<file path="config.mk">
export PLATFORM = sky130hd
export DESIGN_NAME = demod_adc_frontend_config
export DESIGN_NICKNAME = d
export VERILOG_FILES = /design/src/design/frontend_cfg_pkg.sv /design/src/design/sample_rate_timer.sv /design/src/design/demod_adc_frontend_config.sv
export SDC_FILE = /design/constraint.sdc
export NUM_CORES = 1
export LEC_CHECK = 0
export BUFFER_PORTS_ARGS = -buffer_cell sky130_fd_sc_hd__buf_2
export CORE_MARGIN = 2
export CORE_UTILIZATION = 37
export DETAILED_ROUTE_END_ITERATION = 8
export HOLD_SLACK_MARGIN = 0.15
export PLACE_DENSITY = 0.71
export SLEW_MARGIN = 25
export SYNTH_ARGS = -nofsm -noshare
export SYNTH_HDL_FRONTEND = slang
export SYNTH_HIERARCHICAL = 1
export SYNTH_SLANG_ARGS = --single-unit
</file>
<file path="constraint.sdc">
create_clock -name i_clk -period 3.6 [get_ports i_clk]
set_input_delay 0.54 -clock i_clk [delete_from_list [all_inputs] [get_ports i_clk]]
set_output_delay 0.54 -clock i_clk [all_outputs]
set_load 0.02 [all_outputs]
</file>
<file path="src/design/frontend_cfg_pkg.sv">
// package: register map, field layout, reset values and timing for the front-end configuration block
package frontend_cfg_pkg;

	// ***************************************************************
	// register bus and address map
	// ***************************************************************
	localparam int          ADDR_W             = 32;
	localparam int          DATA_W             = 8;
	localparam logic [31:0] SECOND_DEMOD_CONFIG_ADDR   = 32'h4000_0521;
	localparam logic [31:0] AUX_CONVERTER_CONFIG_ADDR  = 32'h4000_0522;
	localparam logic [31:0] DEMOD_PAIR_RESET_CLOCK_ADDR = 32'h4000_0524;
	localparam logic [31:0] AUX_CONVERTER_RESET_CLOCK_ADDR = 32'h4000_0526;
	localparam logic [31:0] FIRST_GAIN_STAGE_CONFIG_ADDR  = 32'h4000_0527;
	localparam logic [31:0] SECOND_GAIN_STAGE_CONFIG_ADDR = 32'h4000_0528;

	// ***************************************************************
	// field positions
	// ***************************************************************
	localparam int CHAN_ENABLE_BIT     = 0;
	localparam int CHAN_RATE_BIT       = 2;
	localparam int AUX_DECIM_BIT       = 0;
	localparam int MOD_RESET_BIT       = 0;
	localparam int CLK_RESET_BIT       = 1;
	localparam int CLOCK_ENABLE_BIT    = 3;
	localparam int GAIN_LSB            = 0;
	localparam int GAIN_MSB            = 1;
	localparam int SINGLE_ENDED_BIT    = 6;
	localparam int INVERT_BIT          = 7;

	// ***************************************************************
	// writable masks (reserved bits read zero) and reset values
	// ***************************************************************
	localparam logic [7:0] CHAN_CFG_MASK   = 8'h05;
	localparam logic [7:0] AUX_CFG_MASK    = 8'h01;
	localparam logic [7:0] RESET_CTL_MASK  = 8'h7f;
	localparam logic [7:0] STAGE_CFG_MASK  = 8'hc3;
	localparam logic [7:0] CHAN_CFG_RST    = 8'h04;
	localparam logic [7:0] AUX_CFG_RST     = 8'h00;
	localparam logic [7:0] RESET_CTL_RST   = 8'h03;
	localparam logic [7:0] STAGE_CFG_RST   = 8'h00;
	localparam logic [7:0] RDATA_RST       = 8'h00;

	// ***************************************************************
	// gain selects, one-hot towards the analog stage
	// ***************************************************************
	localparam logic [1:0] GAIN_CODE_1P00 = 2'h0;
	localparam logic [1:0] GAIN_CODE_1P33 = 2'h1;
	localparam logic [1:0] GAIN_CODE_1P67 = 2'h2;
	localparam logic [1:0] GAIN_CODE_2P00 = 2'h3;
	localparam logic [3:0] GAIN_SEL_1P00  = 4'h1;
	localparam logic [3:0] GAIN_SEL_1P33  = 4'h2;
	localparam logic [3:0] GAIN_SEL_1P67  = 4'h4;
	localparam logic [3:0] GAIN_SEL_2P00  = 4'h8;

	// ***************************************************************
	// sample timing
	// ***************************************************************
	localparam int CLK_MHZ          = 200;
	localparam int SAMPLE_LONG_US   = 256;
	localparam int SAMPLE_SHORT_US  = 128;
	localparam int SAMPLE_LONG_CYC  = SAMPLE_LONG_US * CLK_MHZ;
	localparam int SAMPLE_SHORT_CYC = SAMPLE_SHORT_US * CLK_MHZ;
	localparam int TIMER_W          = 16;

	typedef struct packed {
		logic              wr;
		logic              rd;
		logic [ADDR_W-1:0] addr;
		logic [DATA_W-1:0] wdata;
	} bus_req_type;

	typedef struct packed {
		logic [3:0] gain_sel;
		logic       single_ended;
		logic       invert;
	} gain_stage_ctrl_type;

	typedef struct packed {
		logic [7:0] chan_cfg;
		logic [7:0] aux_cfg;
		logic [7:0] pair_ctl;
		logic [7:0] aux_ctl;
		logic [7:0] first_gain_stage_config;
		logic [7:0] second_gain_stage_config;
		logic [3:0] first_stage_gain_select_sel;
		logic [3:0] second_stage_gain_select_sel;
		logic [7:0] rdata;
		logic       rd_valid;
	} cfg_state_type;

	typedef struct packed {
		logic [TIMER_W-1:0] count;
		logic               rate_q;
		logic               tick;
	} timer_state_type;

	// gain code to one-hot select
	function automatic logic [3:0] gain_decode(input logic [1:0] code);
		logic [3:0] sel;
		sel = GAIN_SEL_1P00;
		unique case (code)
			GAIN_CODE_1P00: sel = GAIN_SEL_1P00;
			GAIN_CODE_1P33: sel = GAIN_SEL_1P33;
			GAIN_CODE_1P67: sel = GAIN_SEL_1P67;
			GAIN_CODE_2P00: sel = GAIN_SEL_2P00;
		endcase
		return sel;
	endfunction

endpackage

</file>
<file path="src/design/sample_rate_timer.sv">
// module: output-sample strobe generator for the second demodulator channel
`timescale 1ns/100ps
module sample_rate_timer
	import frontend_cfg_pkg::*;
#(
	parameter int LONG_CYC  = SAMPLE_LONG_CYC,
	parameter int SHORT_CYC = SAMPLE_SHORT_CYC
)
(
	input  wire logic i_clk,
	input  wire logic i_reset_n,
	input  wire logic i_run,
	input  wire logic i_rate_long,
	output logic      o_tick
);

	localparam logic [TIMER_W-1:0] LONG_LAST  = TIMER_W'(LONG_CYC - 1);
	localparam logic [TIMER_W-1:0] SHORT_LAST = TIMER_W'(SHORT_CYC - 1);

	timer_state_type state_r;
	timer_state_type state_nxt;
	logic [TIMER_W-1:0] last_cnt;

	// ***************************************************************
	// period counter
	// ***************************************************************

	// restart on stop or rate change so the first sample after a change is a full period
	always_comb
	begin
		state_nxt = state_r;
		state_nxt.tick = 1'b0;
		state_nxt.rate_q = i_rate_long;
		last_cnt = i_rate_long ? LONG_LAST : SHORT_LAST;
		if (!i_run || (i_rate_long != state_r.rate_q))
			state_nxt.count = '0;
		else if (state_r.count == last_cnt)
		begin
			state_nxt.count = '0;
			state_nxt.tick = 1'b1;
		end
		else
			state_nxt.count = state_r.count + 1'b1;
	end

	always_ff @(posedge i_clk or negedge i_reset_n)
	begin
		if (!i_reset_n)
			state_r <= '0;
		else
			state_r <= state_nxt;
	end

	assign o_tick = state_r.tick;

	// ***************************************************************
	// checks
	// ***************************************************************

	// gap since the last strobe, only for the assertion
	logic [TIMER_W-1:0] gap_r;
	logic               seen_r;
	always_ff @(posedge i_clk or negedge i_reset_n)
	begin
		if (!i_reset_n)
		begin
			gap_r <= '0;
			seen_r <= 1'b0;
		end
		else if (!i_run || (i_rate_long != state_r.rate_q))
		begin
			gap_r <= '0;
			seen_r <= 1'b0;
		end
		else if (state_r.tick)
		begin
			gap_r <= '0;
			seen_r <= 1'b1;
		end
		else
			gap_r <= gap_r + 1'b1;
	end
endmodule

</file>
<file path="src/design/demod_adc_frontend_config.sv">
// module: configuration registers for the demodulator pair, auxiliary converter and input gain stages
// What this block does
// - channel-two enable bit enables second demodulator
// - rate bit: 256 us or 128 us samples
// - aux decimator runs only while enable set
// - shared bit holds both modulators in reset
// - shared bit holds both modulator clocks reset
// - demod interfaces and decimator clocks gated by bit
// - aux modulator held in reset by bit
// - aux modulator clocks held reset by bit
// - aux interfaces and decimator clocks gated by bit
// - gain codes: 1, 1.33, 1.67, 2 V/V
// - first stage single-ended when bit set
// - second stage single-ended when bit set
// - first stage output inverted when bit set
// - second stage output inverted when bit set
`timescale 1ns/100ps
module demod_adc_frontend_config
	import frontend_cfg_pkg::*;
#(
	parameter int LONG_CYC  = SAMPLE_LONG_CYC,
	parameter int SHORT_CYC = SAMPLE_SHORT_CYC
)
(
	input  wire logic          i_clk,
	input  wire logic          i_reset_n,
	input  wire bus_req_type   i_bus,
	output logic [DATA_W-1:0]  o_rdata,
	output logic               o_rd_valid,
	output logic               o_second_channel_enable,
	output logic               o_second_channel_rate_select,
	output logic               o_second_sample_tick,
	output logic               o_aux_decimator_enable,
	output logic               o_demod_modulator_reset,
	output logic               o_demod_modulator_clock_reset,
	output logic               o_demodulator_clock_enable,
	output logic               o_aux_modulator_reset,
	output logic               o_aux_modulator_clock_reset,
	output logic               o_aux_clock_enable,
	output gain_stage_ctrl_type o_first_stage,
	output gain_stage_ctrl_type o_second_stage
);

	cfg_state_type state_r;
	cfg_state_type state_nxt;
	logic          chan_run;

	// ***************************************************************
	// address decode
	// ***************************************************************

	// decode one byte address per register
	logic sel_chan;
	logic sel_aux;
	logic sel_pair;
	logic sel_auxctl;
	logic sel_s1;
	logic sel_s2;
	assign sel_chan   = (i_bus.addr == SECOND_DEMOD_CONFIG_ADDR);
	assign sel_aux    = (i_bus.addr == AUX_CONVERTER_CONFIG_ADDR);
	assign sel_pair   = (i_bus.addr == DEMOD_PAIR_RESET_CLOCK_ADDR);
	assign sel_auxctl = (i_bus.addr == AUX_CONVERTER_RESET_CLOCK_ADDR);
	assign sel_s1     = (i_bus.addr == FIRST_GAIN_STAGE_CONFIG_ADDR);
	assign sel_s2     = (i_bus.addr == SECOND_GAIN_STAGE_CONFIG_ADDR);

	// ***************************************************************
	// register file
	// ***************************************************************

	// writes mask reserved bits; write-zero bits are stored, software keeps them clear
	always_comb
	begin
		state_nxt = state_r;
		state_nxt.rd_valid = i_bus.rd;
		if (i_bus.wr)
		begin
			if (sel_chan)
				state_nxt.chan_cfg = i_bus.wdata & CHAN_CFG_MASK;
			if (sel_aux)
				state_nxt.aux_cfg = i_bus.wdata & AUX_CFG_MASK;
			if (sel_pair)
				state_nxt.pair_ctl = i_bus.wdata & RESET_CTL_MASK;
			if (sel_auxctl)
				state_nxt.aux_ctl = i_bus.wdata & RESET_CTL_MASK;
			if (sel_s1)
				state_nxt.first_gain_stage_config = i_bus.wdata & STAGE_CFG_MASK;
			if (sel_s2)
				state_nxt.second_gain_stage_config = i_bus.wdata & STAGE_CFG_MASK;
		end
		// one-hot gain select follows the stored code
		state_nxt.first_stage_gain_select_sel = gain_decode(state_nxt.first_gain_stage_config[GAIN_MSB:GAIN_LSB]);
		state_nxt.second_stage_gain_select_sel = gain_decode(state_nxt.second_gain_stage_config[GAIN_MSB:GAIN_LSB]);
		// read returns the value held before a same-cycle write; unmapped reads give zero
		state_nxt.rdata = RDATA_RST;
		if (i_bus.rd)
		begin
			if (sel_chan)
				state_nxt.rdata = state_r.chan_cfg;
			else if (sel_aux)
				state_nxt.rdata = state_r.aux_cfg;
			else if (sel_pair)
				state_nxt.rdata = state_r.pair_ctl;
			else if (sel_auxctl)
				state_nxt.rdata = state_r.aux_ctl;
			else if (sel_s1)
				state_nxt.rdata = state_r.first_gain_stage_config;
			else if (sel_s2)
				state_nxt.rdata = state_r.second_gain_stage_config;
		end
	end

	// reset values put both modulators and their clocks in reset
	always_ff @(posedge i_clk or negedge i_reset_n)
	begin
		if (!i_reset_n)
		begin
			state_r.chan_cfg    <= CHAN_CFG_RST;
			state_r.aux_cfg     <= AUX_CFG_RST;
			state_r.pair_ctl    <= RESET_CTL_RST;
			state_r.aux_ctl     <= RESET_CTL_RST;
			state_r.first_gain_stage_config      <= STAGE_CFG_RST;
			state_r.second_gain_stage_config      <= STAGE_CFG_RST;
			state_r.first_stage_gain_select_sel <= GAIN_SEL_1P00;
			state_r.second_stage_gain_select_sel <= GAIN_SEL_1P00;
			state_r.rdata       <= RDATA_RST;
			state_r.rd_valid    <= 1'b0;
		end
		else
			state_r <= state_nxt;
	end

	// ***************************************************************
	// outputs to the analog side
	// ***************************************************************

	// all straight from the stored bits
	assign o_rdata                       = state_r.rdata;
	assign o_rd_valid                    = state_r.rd_valid;
	assign o_second_channel_enable       = state_r.chan_cfg[CHAN_ENABLE_BIT];
	assign o_second_channel_rate_select  = state_r.chan_cfg[CHAN_RATE_BIT];
	assign o_aux_decimator_enable        = state_r.aux_cfg[AUX_DECIM_BIT];
	assign o_demod_modulator_reset       = state_r.pair_ctl[MOD_RESET_BIT];
	assign o_demod_modulator_clock_reset = state_r.pair_ctl[CLK_RESET_BIT];
	assign o_demodulator_clock_enable    = state_r.pair_ctl[CLOCK_ENABLE_BIT];
	assign o_aux_modulator_reset         = state_r.aux_ctl[MOD_RESET_BIT];
	assign o_aux_modulator_clock_reset   = state_r.aux_ctl[CLK_RESET_BIT];
	assign o_aux_clock_enable            = state_r.aux_ctl[CLOCK_ENABLE_BIT];
	assign o_first_stage  = {state_r.first_stage_gain_select_sel, state_r.first_gain_stage_config[SINGLE_ENDED_BIT], state_r.first_gain_stage_config[INVERT_BIT]};
	assign o_second_stage = {state_r.second_stage_gain_select_sel, state_r.second_gain_stage_config[SINGLE_ENDED_BIT], state_r.second_gain_stage_config[INVERT_BIT]};

	// ***************************************************************
	// sample strobe
	// ***************************************************************

	// no samples while the modulators or their clocks sit in reset, or clocks are gated
	assign chan_run = state_r.chan_cfg[CHAN_ENABLE_BIT]
		& state_r.pair_ctl[CLOCK_ENABLE_BIT]
		& ~state_r.pair_ctl[MOD_RESET_BIT]
		& ~state_r.pair_ctl[CLK_RESET_BIT];

	sample_rate_timer #(
		.LONG_CYC  (LONG_CYC),
		.SHORT_CYC (SHORT_CYC)
	) u_rate_timer (
		.i_clk       (i_clk),
		.i_reset_n   (i_reset_n),
		.i_run       (chan_run),
		.i_rate_long (state_r.chan_cfg[CHAN_RATE_BIT]),
		.o_tick      (o_second_sample_tick)
	);
endmodule

</file>
**After elaboration in Yosys (flattened, before gate mapping)**

Index checks and enable logic that the tools add are counted.

- Bits in registers: 60
- Input bits: 44
- Output and inout bits: 31
- Word-level logic and storage cells: 62

- Add/sub/neg operators: 1
- Equal/unequal tests: 14
- Multiplexer cells: 17
- Bitwise gates (word level): 5
- Reduce and logical (&&, ||, !) cells: 10

Operators by type and width:

| kind | number |
|---|---|
| == test 32 x 31 -> 1 bit, second input constant | 6 |
| two-way mux 8 bit | 8 |
| two-way mux 16 bit | 3 |
| case mux 4 bit (4 select lines) | 2 |
| adder 16 x 1 -> 16 bit, second input constant | 1 |
| == test 16 bit | 1 |
| AND reduction 2 bit | 6 |
| two-way mux 10 bit | 1 |
| == test 2 bit, second input constant | 4 |
| == test 2 x 1 -> 1 bit, second input constant | 2 |
| logical NOT 2 bit | 2 |
| AND 1 bit | 3 |
| two-way mux 1 bit | 2 |
| two-way mux 2 bit | 1 |
| inverter 1 bit | 2 |
| logical NOT 1 bit | 1 |
| logical OR 1 bit | 1 |
| inequality test 1 bit | 1 |

**Logic depth before layout (Yosys ltp)**

- Word-level depth: 8
- Gate-level depth with buffers: 6
- Mapped depth without buffers: 5

**Modules after synthesis**

Netlist, hierarchy kept.

By module, submodules not included:

| module | instances | cells an instance | area each (um2) | sequential area each (um2) |
|---|---|---|---|---|
| demod_adc_frontend_config | 1 | 186 | 2210.9 | 1059.8 |
| sample_rate_timer | 1 | 87 | 938.4 | 450.4 |

**Worst setup path before layout**

Ideal clock, no wire load.

- Path type: in2reg
- Start point: in i_bus[12] in the netlist's numbering
- End point: reg state_r (netlist bit o_demodulator_clock_enable)
- Setup time: 0.125 ns
- Arrival: 2.250 ns
- Required time: 3.475 ns
- Slack: 1.226 ns
- Cell stages on the path: 5
- Path buffers: 1
- Path through: or4b_1 -> buf_2 -> or3_4 -> nor4_4 -> mux2_2

- Cells in the longest elaborated chain, start to end: 2

Ends and longest elaborated chain:

| what | line | source |
|---|---|---|
| start, declared | demod_adc_frontend_config.sv:27 | `input wire bus_req_type i_bus,` |
| == test 32 x 31 -> 1 bit | demod_adc_frontend_config.sv:61 | `assign sel_pair = (i_bus.addr == DEMOD_PAIR_RESET_CLOCK_ADDR);` |
| AND reduction 2 bit (no line) | - |  |
| end signal, assigned | demod_adc_frontend_config.sv:129 | `state_r <= state_nxt;` |
| end, declared | demod_adc_frontend_config.sv:44 | `cfg_state_type state_r;` |

Every way passes these cells.
A chain may end at the register's enable or synchronous reset.

**Worst setup path in the final report**

- Start point: in i_bus[12] in the netlist's numbering
- End point: reg state_r[43] in the netlist's numbering

The elaborated chain is that of the path after synthesis.

==> PnR_summary.wiki <==
{| class="wikitable"
! Metric !! Value
|-
| Status || finished, final reports clean
|-
| Total wire length || 6.29 mm
|-
| Actual slew at the worst max-slew pin || 634 ps
|-
| Sw Share || 0.237
|-
| I/O pin count || 75
|-
| CTS buffer count || 9
|-
| Class of the most critical setup path || in2reg
|-
| Chip height || 96.3 um
|-
| Number of global-route vias before repair || 2239
|-
| Worst reg2reg startpoint || u_rate_timer/state_r[2]
|-
| Cell with the largest stage delay on the worst path || sky130_fd_sc_hd__or4b_1
|-
| Total global routing overflow || 0
|-
| TritonCTS clock tree || built
|-
| Chain of cells forming the critical path || buf_2, or4b_1, or3_4, nor4_4, mux2_2
|-
| PostCTS Resize Cnt || 0
|-
| Reg2Reg Capture Point || u_rate_timer/state_r[4]
|-
| Root buf cell || sky130_fd_sc_hd__clkbuf_8
|-
| Levels on crit path || 5
|-
| Total negative slack || 0 ps
|-
| Post-synth top area cell || sky130_fd_sc_hd__dfrtp_1
|-
| Global placement routability congestion || around 0.87
|-
| Maximum buffer depth of the clock tree || 2
|-
| Total non-filler cell area in the finished layout || between 0.003 and 0.004 mm2
|-
| # diodes || 0
|-
| Post-Synthesis Cell Area || 0.00315 mm2
|-
| Arrival time at the worst endpoint || 2530 ps
|-
| Leakage || 0.00163 uW
|-
| # rows || 33
|-
| Die width || 96.3 um
|-
| DP HPWL || 4.70 mm
|-
| Post-DRT Antenna Nets || 0
|-
| Wire length per cell || about 14 um
|-
| Comb pwr share || 0.055
|-
| Power per standard cell area || 357 mW/mm2
|-
| Delay-heaviest family, CP || simple AND/OR/NAND/NOR gates
|-
| Maximum number of pins on one net before global-route repair || 32
|-
| Per-cell via count in the routed design || 5.15
|-
| Post-CTS Hold Buffers || 0
|-
| Total power consumption of the routed design || 1300 uW
|-
| Highest attainable clock frequency || 431 MHz
|-
| Die Area || between 0.009 and 0.01 mm2
|-
| Max Fanout on Critical Path || 7
|-
| Clock period minus worst slack || 2320 ps
|-
| Class of the most critical hold timing path || in2async
|-
| Pre-antenna DRT Iters || 4
|-
| Count of final setup violators || 0
|-
| Post-synthesis net count || 318
|-
| DRC violations left || 0
|-
| Worst reg2reg setup slack || 1900 ps
|-
| Proportion of synthesized chip area in sequential cells || 0.480
|-
| Peak supply drop || ~0.00015 V
|-
| Final worst path period share || 0.645
|-
| Sequential group share of total power || 0.520
|-
| Layout-stage area growth over the synthesis result || 15.6%
|-
| Part of the power in the clock network || 0.425
|-
| Number of warnings issued by yosys || 6
|-
| Kind of launch point of the worst setup path || primary input
|-
| Area of the core region || 0.00822 mm2
|-
| First-iteration detailed-routing DRC count || 126
|-
| Number of unique standard cell types used by synthesis || 50
|-
| Worst slack, placed || 950 ps
|-
| CP startpoint || i_bus[12]
|-
| Capturing element of the worst setup path || state_r[43]
|-
| Worst-case reg-to-reg path depth || 5
|-
| Worst-case clock skew || approximately 10 ps
|-
| DR vias || 2270
|-
| Required time of the critical path || 3810 ps
|-
| First-pass GRT wire length || about 10 mm
|-
| Number of enable-type register cells in the synthesized netlist || 0
|-
| Clock-pin slew of the registers on the worst-case setup and hold paths || roughly 70 ps
|-
| Final Hold Viols || 0
|-
| Number of max-cap violations || 0
|-
| Proportion of register bits with asynchronous set or reset after synthesis || 1.00
|-
| Number of setup buffers added after CTS || 0
|-
| Buffers added on ports || 74
|-
| Synthesized area per cell || 11.5 um2
|-
| Worst-skew pair later-pin latency || roughly 330 ps
|-
| H-Tree Depth || 3
|-
| Setup repair after global routing missed its margin || no
|-
| Flip-flop and latch count after synthesis || 60
|-
| Pint || approximately 990 uW
|-
| Max-slew headroom at the worst pin || 0.573
|-
| Total net switching power || 308 uW
|-
| Effective utilization at floorplan || 0.383
|-
| Post-synth top area share || 0.421
|-
| Fraction of final layout cells with drive strength greater than 1 || 0.438
|-
| Area contributors post-synth || sky130_fd_sc_hd__dfrtp_1, sky130_fd_sc_hd__mux2_2, sky130_fd_sc_hd__dfstp_2
|-
| Most used DFF post-synth || sky130_fd_sc_hd__dfrtp_1
|-
| Cell Area, Placed || 0.00345 mm2
|-
| Smallest setup slack after layout || about 1300 ps
|-
| Antenna violations before repair || 0
|-
| Total routing resource utilization after global routing || 0.147
|-
| Critical path's largest stage delay || 650 ps
|-
| Buffer and inverter count on the worst path || 1
|-
| Final number of max-transition violations || 0
|-
| CTS sink count || 60
|-
| Instance count of the mapped netlist || between 200 and 300
|-
| Net count, final || 376
|-
| Setup crit end kind || register
|}
==> per-layer routing <==
metal | GRT usage | share of wire
met1 | 0.181 | 0.44
met2 | 0.236 | 0.48
met3 | 0.0493 | 0.055
met4 | 0.0595 | 0.018
met5 | 0 | 0
==> registers in the layout, summed over array words and instances (netlist names) <==
register / count
o_first_stage: 6
o_aux_modulator_clock_reset: 1
o_aux_decimator_enable: 1
o_rdata: 8
o_demodulator_clock_enable: 1
u_rate_timer/state_r: 17
o_rd_valid: 1
o_second_channel_enable: 1
o_second_stage: 6
u_rate_timer/o_tick: 1
state_r: 12
o_second_channel_rate_select: 1
o_demod_modulator_clock_reset: 1
o_demod_modulator_reset: 1
o_aux_modulator_reset: 1
o_aux_clock_enable: 1
==> stage by stage <==
step           hold slack, ps  cells  utilization
2_1_floorplan             244    273            -
3_3_place_gp              456    425        0.420
3_5_place_dp              458    425        0.420
4_1_cts                   243    441        0.443
5_1_grt                   278    441        0.443
6_report                  227    441        0.443
==> cell usage after synthesis, drive strengths merged (3+ instances only) <==
cell type / n
mux2i: 10
dfstp: 7
nor3: 10
nor2b: 5
nor4b: 6
inv: 5
nand2b: 9
xor2: 3
clkbuf: 3
and3: 3
nor4: 17
nand2: 11
nand4: 6
xnor2: 13
buf: 26
nand3: 10
dfrtp: 53
nor2: 23
mux2: 27
or3: 3
==> worst register-to-register path, stage by stage (launching register included) <==
cell and delay [ps]:
sky130_fd_sc_hd__dfrtp_1 440, sky130_fd_sc_hd__ha_1 270, sky130_fd_sc_hd__nand2_1 170, sky130_fd_sc_hd__nor3_2 270
sky130_fd_sc_hd__a31o_4 350, sky130_fd_sc_hd__nor2_1 90
==> power groups by stage <==
stage,sequential [uW],clock (uW),combinational [uW]
finish,675,551,71.4
global route,675,603,80.4
global placement,687,0,70.8
CTS,675,569,72.8
floorplan,688,0,26.6
detailed placement,688,0,72.6
==> cell type report <==
cell class	instances	area (um2)
Inverter	5	18.8
Tap cell	105	131
Clock buffer	11	151
Fill cell	770	4580
Clock inverter	5	36.3
Multi-Input combinational cell	179	1410
Sequential cell	60	1510
Timing Repair Buffer	76	385
==> worst min-delay path by stage <==
stage / end / start / slack, ps
final: o_second_stage[0] / i_reset_n / 230
after global routing: o_second_stage[5] / i_reset_n / 280
after CTS: o_second_stage[0] / i_reset_n / 240
after detailed placement: u_rate_timer/state_r[1] / o_second_channel_rate_select / 460
after global placement: u_rate_timer/state_r[1] / o_second_channel_rate_select / 460
after floorplan: o_aux_clock_enable / i_reset_n / 240
==> logic make-up (layout without fill, tap and decap cells) <==
group	count (synthesis)	count (layout)	share of synthesized area
AO/OA/AOI/OAI	13	13	0.0350
XOR/XNOR	16	16	0.0445
adder cells (fa/ha/maj)	1	1	0.00397
buffers and inverters	34	97	0.0739
flip-flops	60	60	0.480
multiplexers	37	37	0.128
AND/OR/NAND/NOR	112	112	0.235
==> cells in the final DEF, fill, tap and decap left out, types with 3 or more instances in the layout <==
master,synthesis,final
sky130_fd_sc_hd__and3_1,3,3
sky130_fd_sc_hd__buf_2,2,74
sky130_fd_sc_hd__clkbuf_8,0,11
sky130_fd_sc_hd__clkinvlp_4,0,3
sky130_fd_sc_hd__dfrtp_1,53,53
sky130_fd_sc_hd__dfstp_2,7,7
sky130_fd_sc_hd__inv_1,5,5
sky130_fd_sc_hd__mux2_2,27,27
sky130_fd_sc_hd__mux2i_1,10,10
sky130_fd_sc_hd__nand2_1,11,11
sky130_fd_sc_hd__nand2b_1,9,9
sky130_fd_sc_hd__nand3_1,9,9
sky130_fd_sc_hd__nand4_1,5,5
sky130_fd_sc_hd__nor2_1,13,13
sky130_fd_sc_hd__nor2_2,10,10
sky130_fd_sc_hd__nor2b_1,5,5
sky130_fd_sc_hd__nor3_1,8,8
sky130_fd_sc_hd__nor4_1,14,14
sky130_fd_sc_hd__nor4b_1,5,5
sky130_fd_sc_hd__xnor2_1,13,13
sky130_fd_sc_hd__xor2_1,3,3
Note: power is estimated with default switching activity, not from simulation.
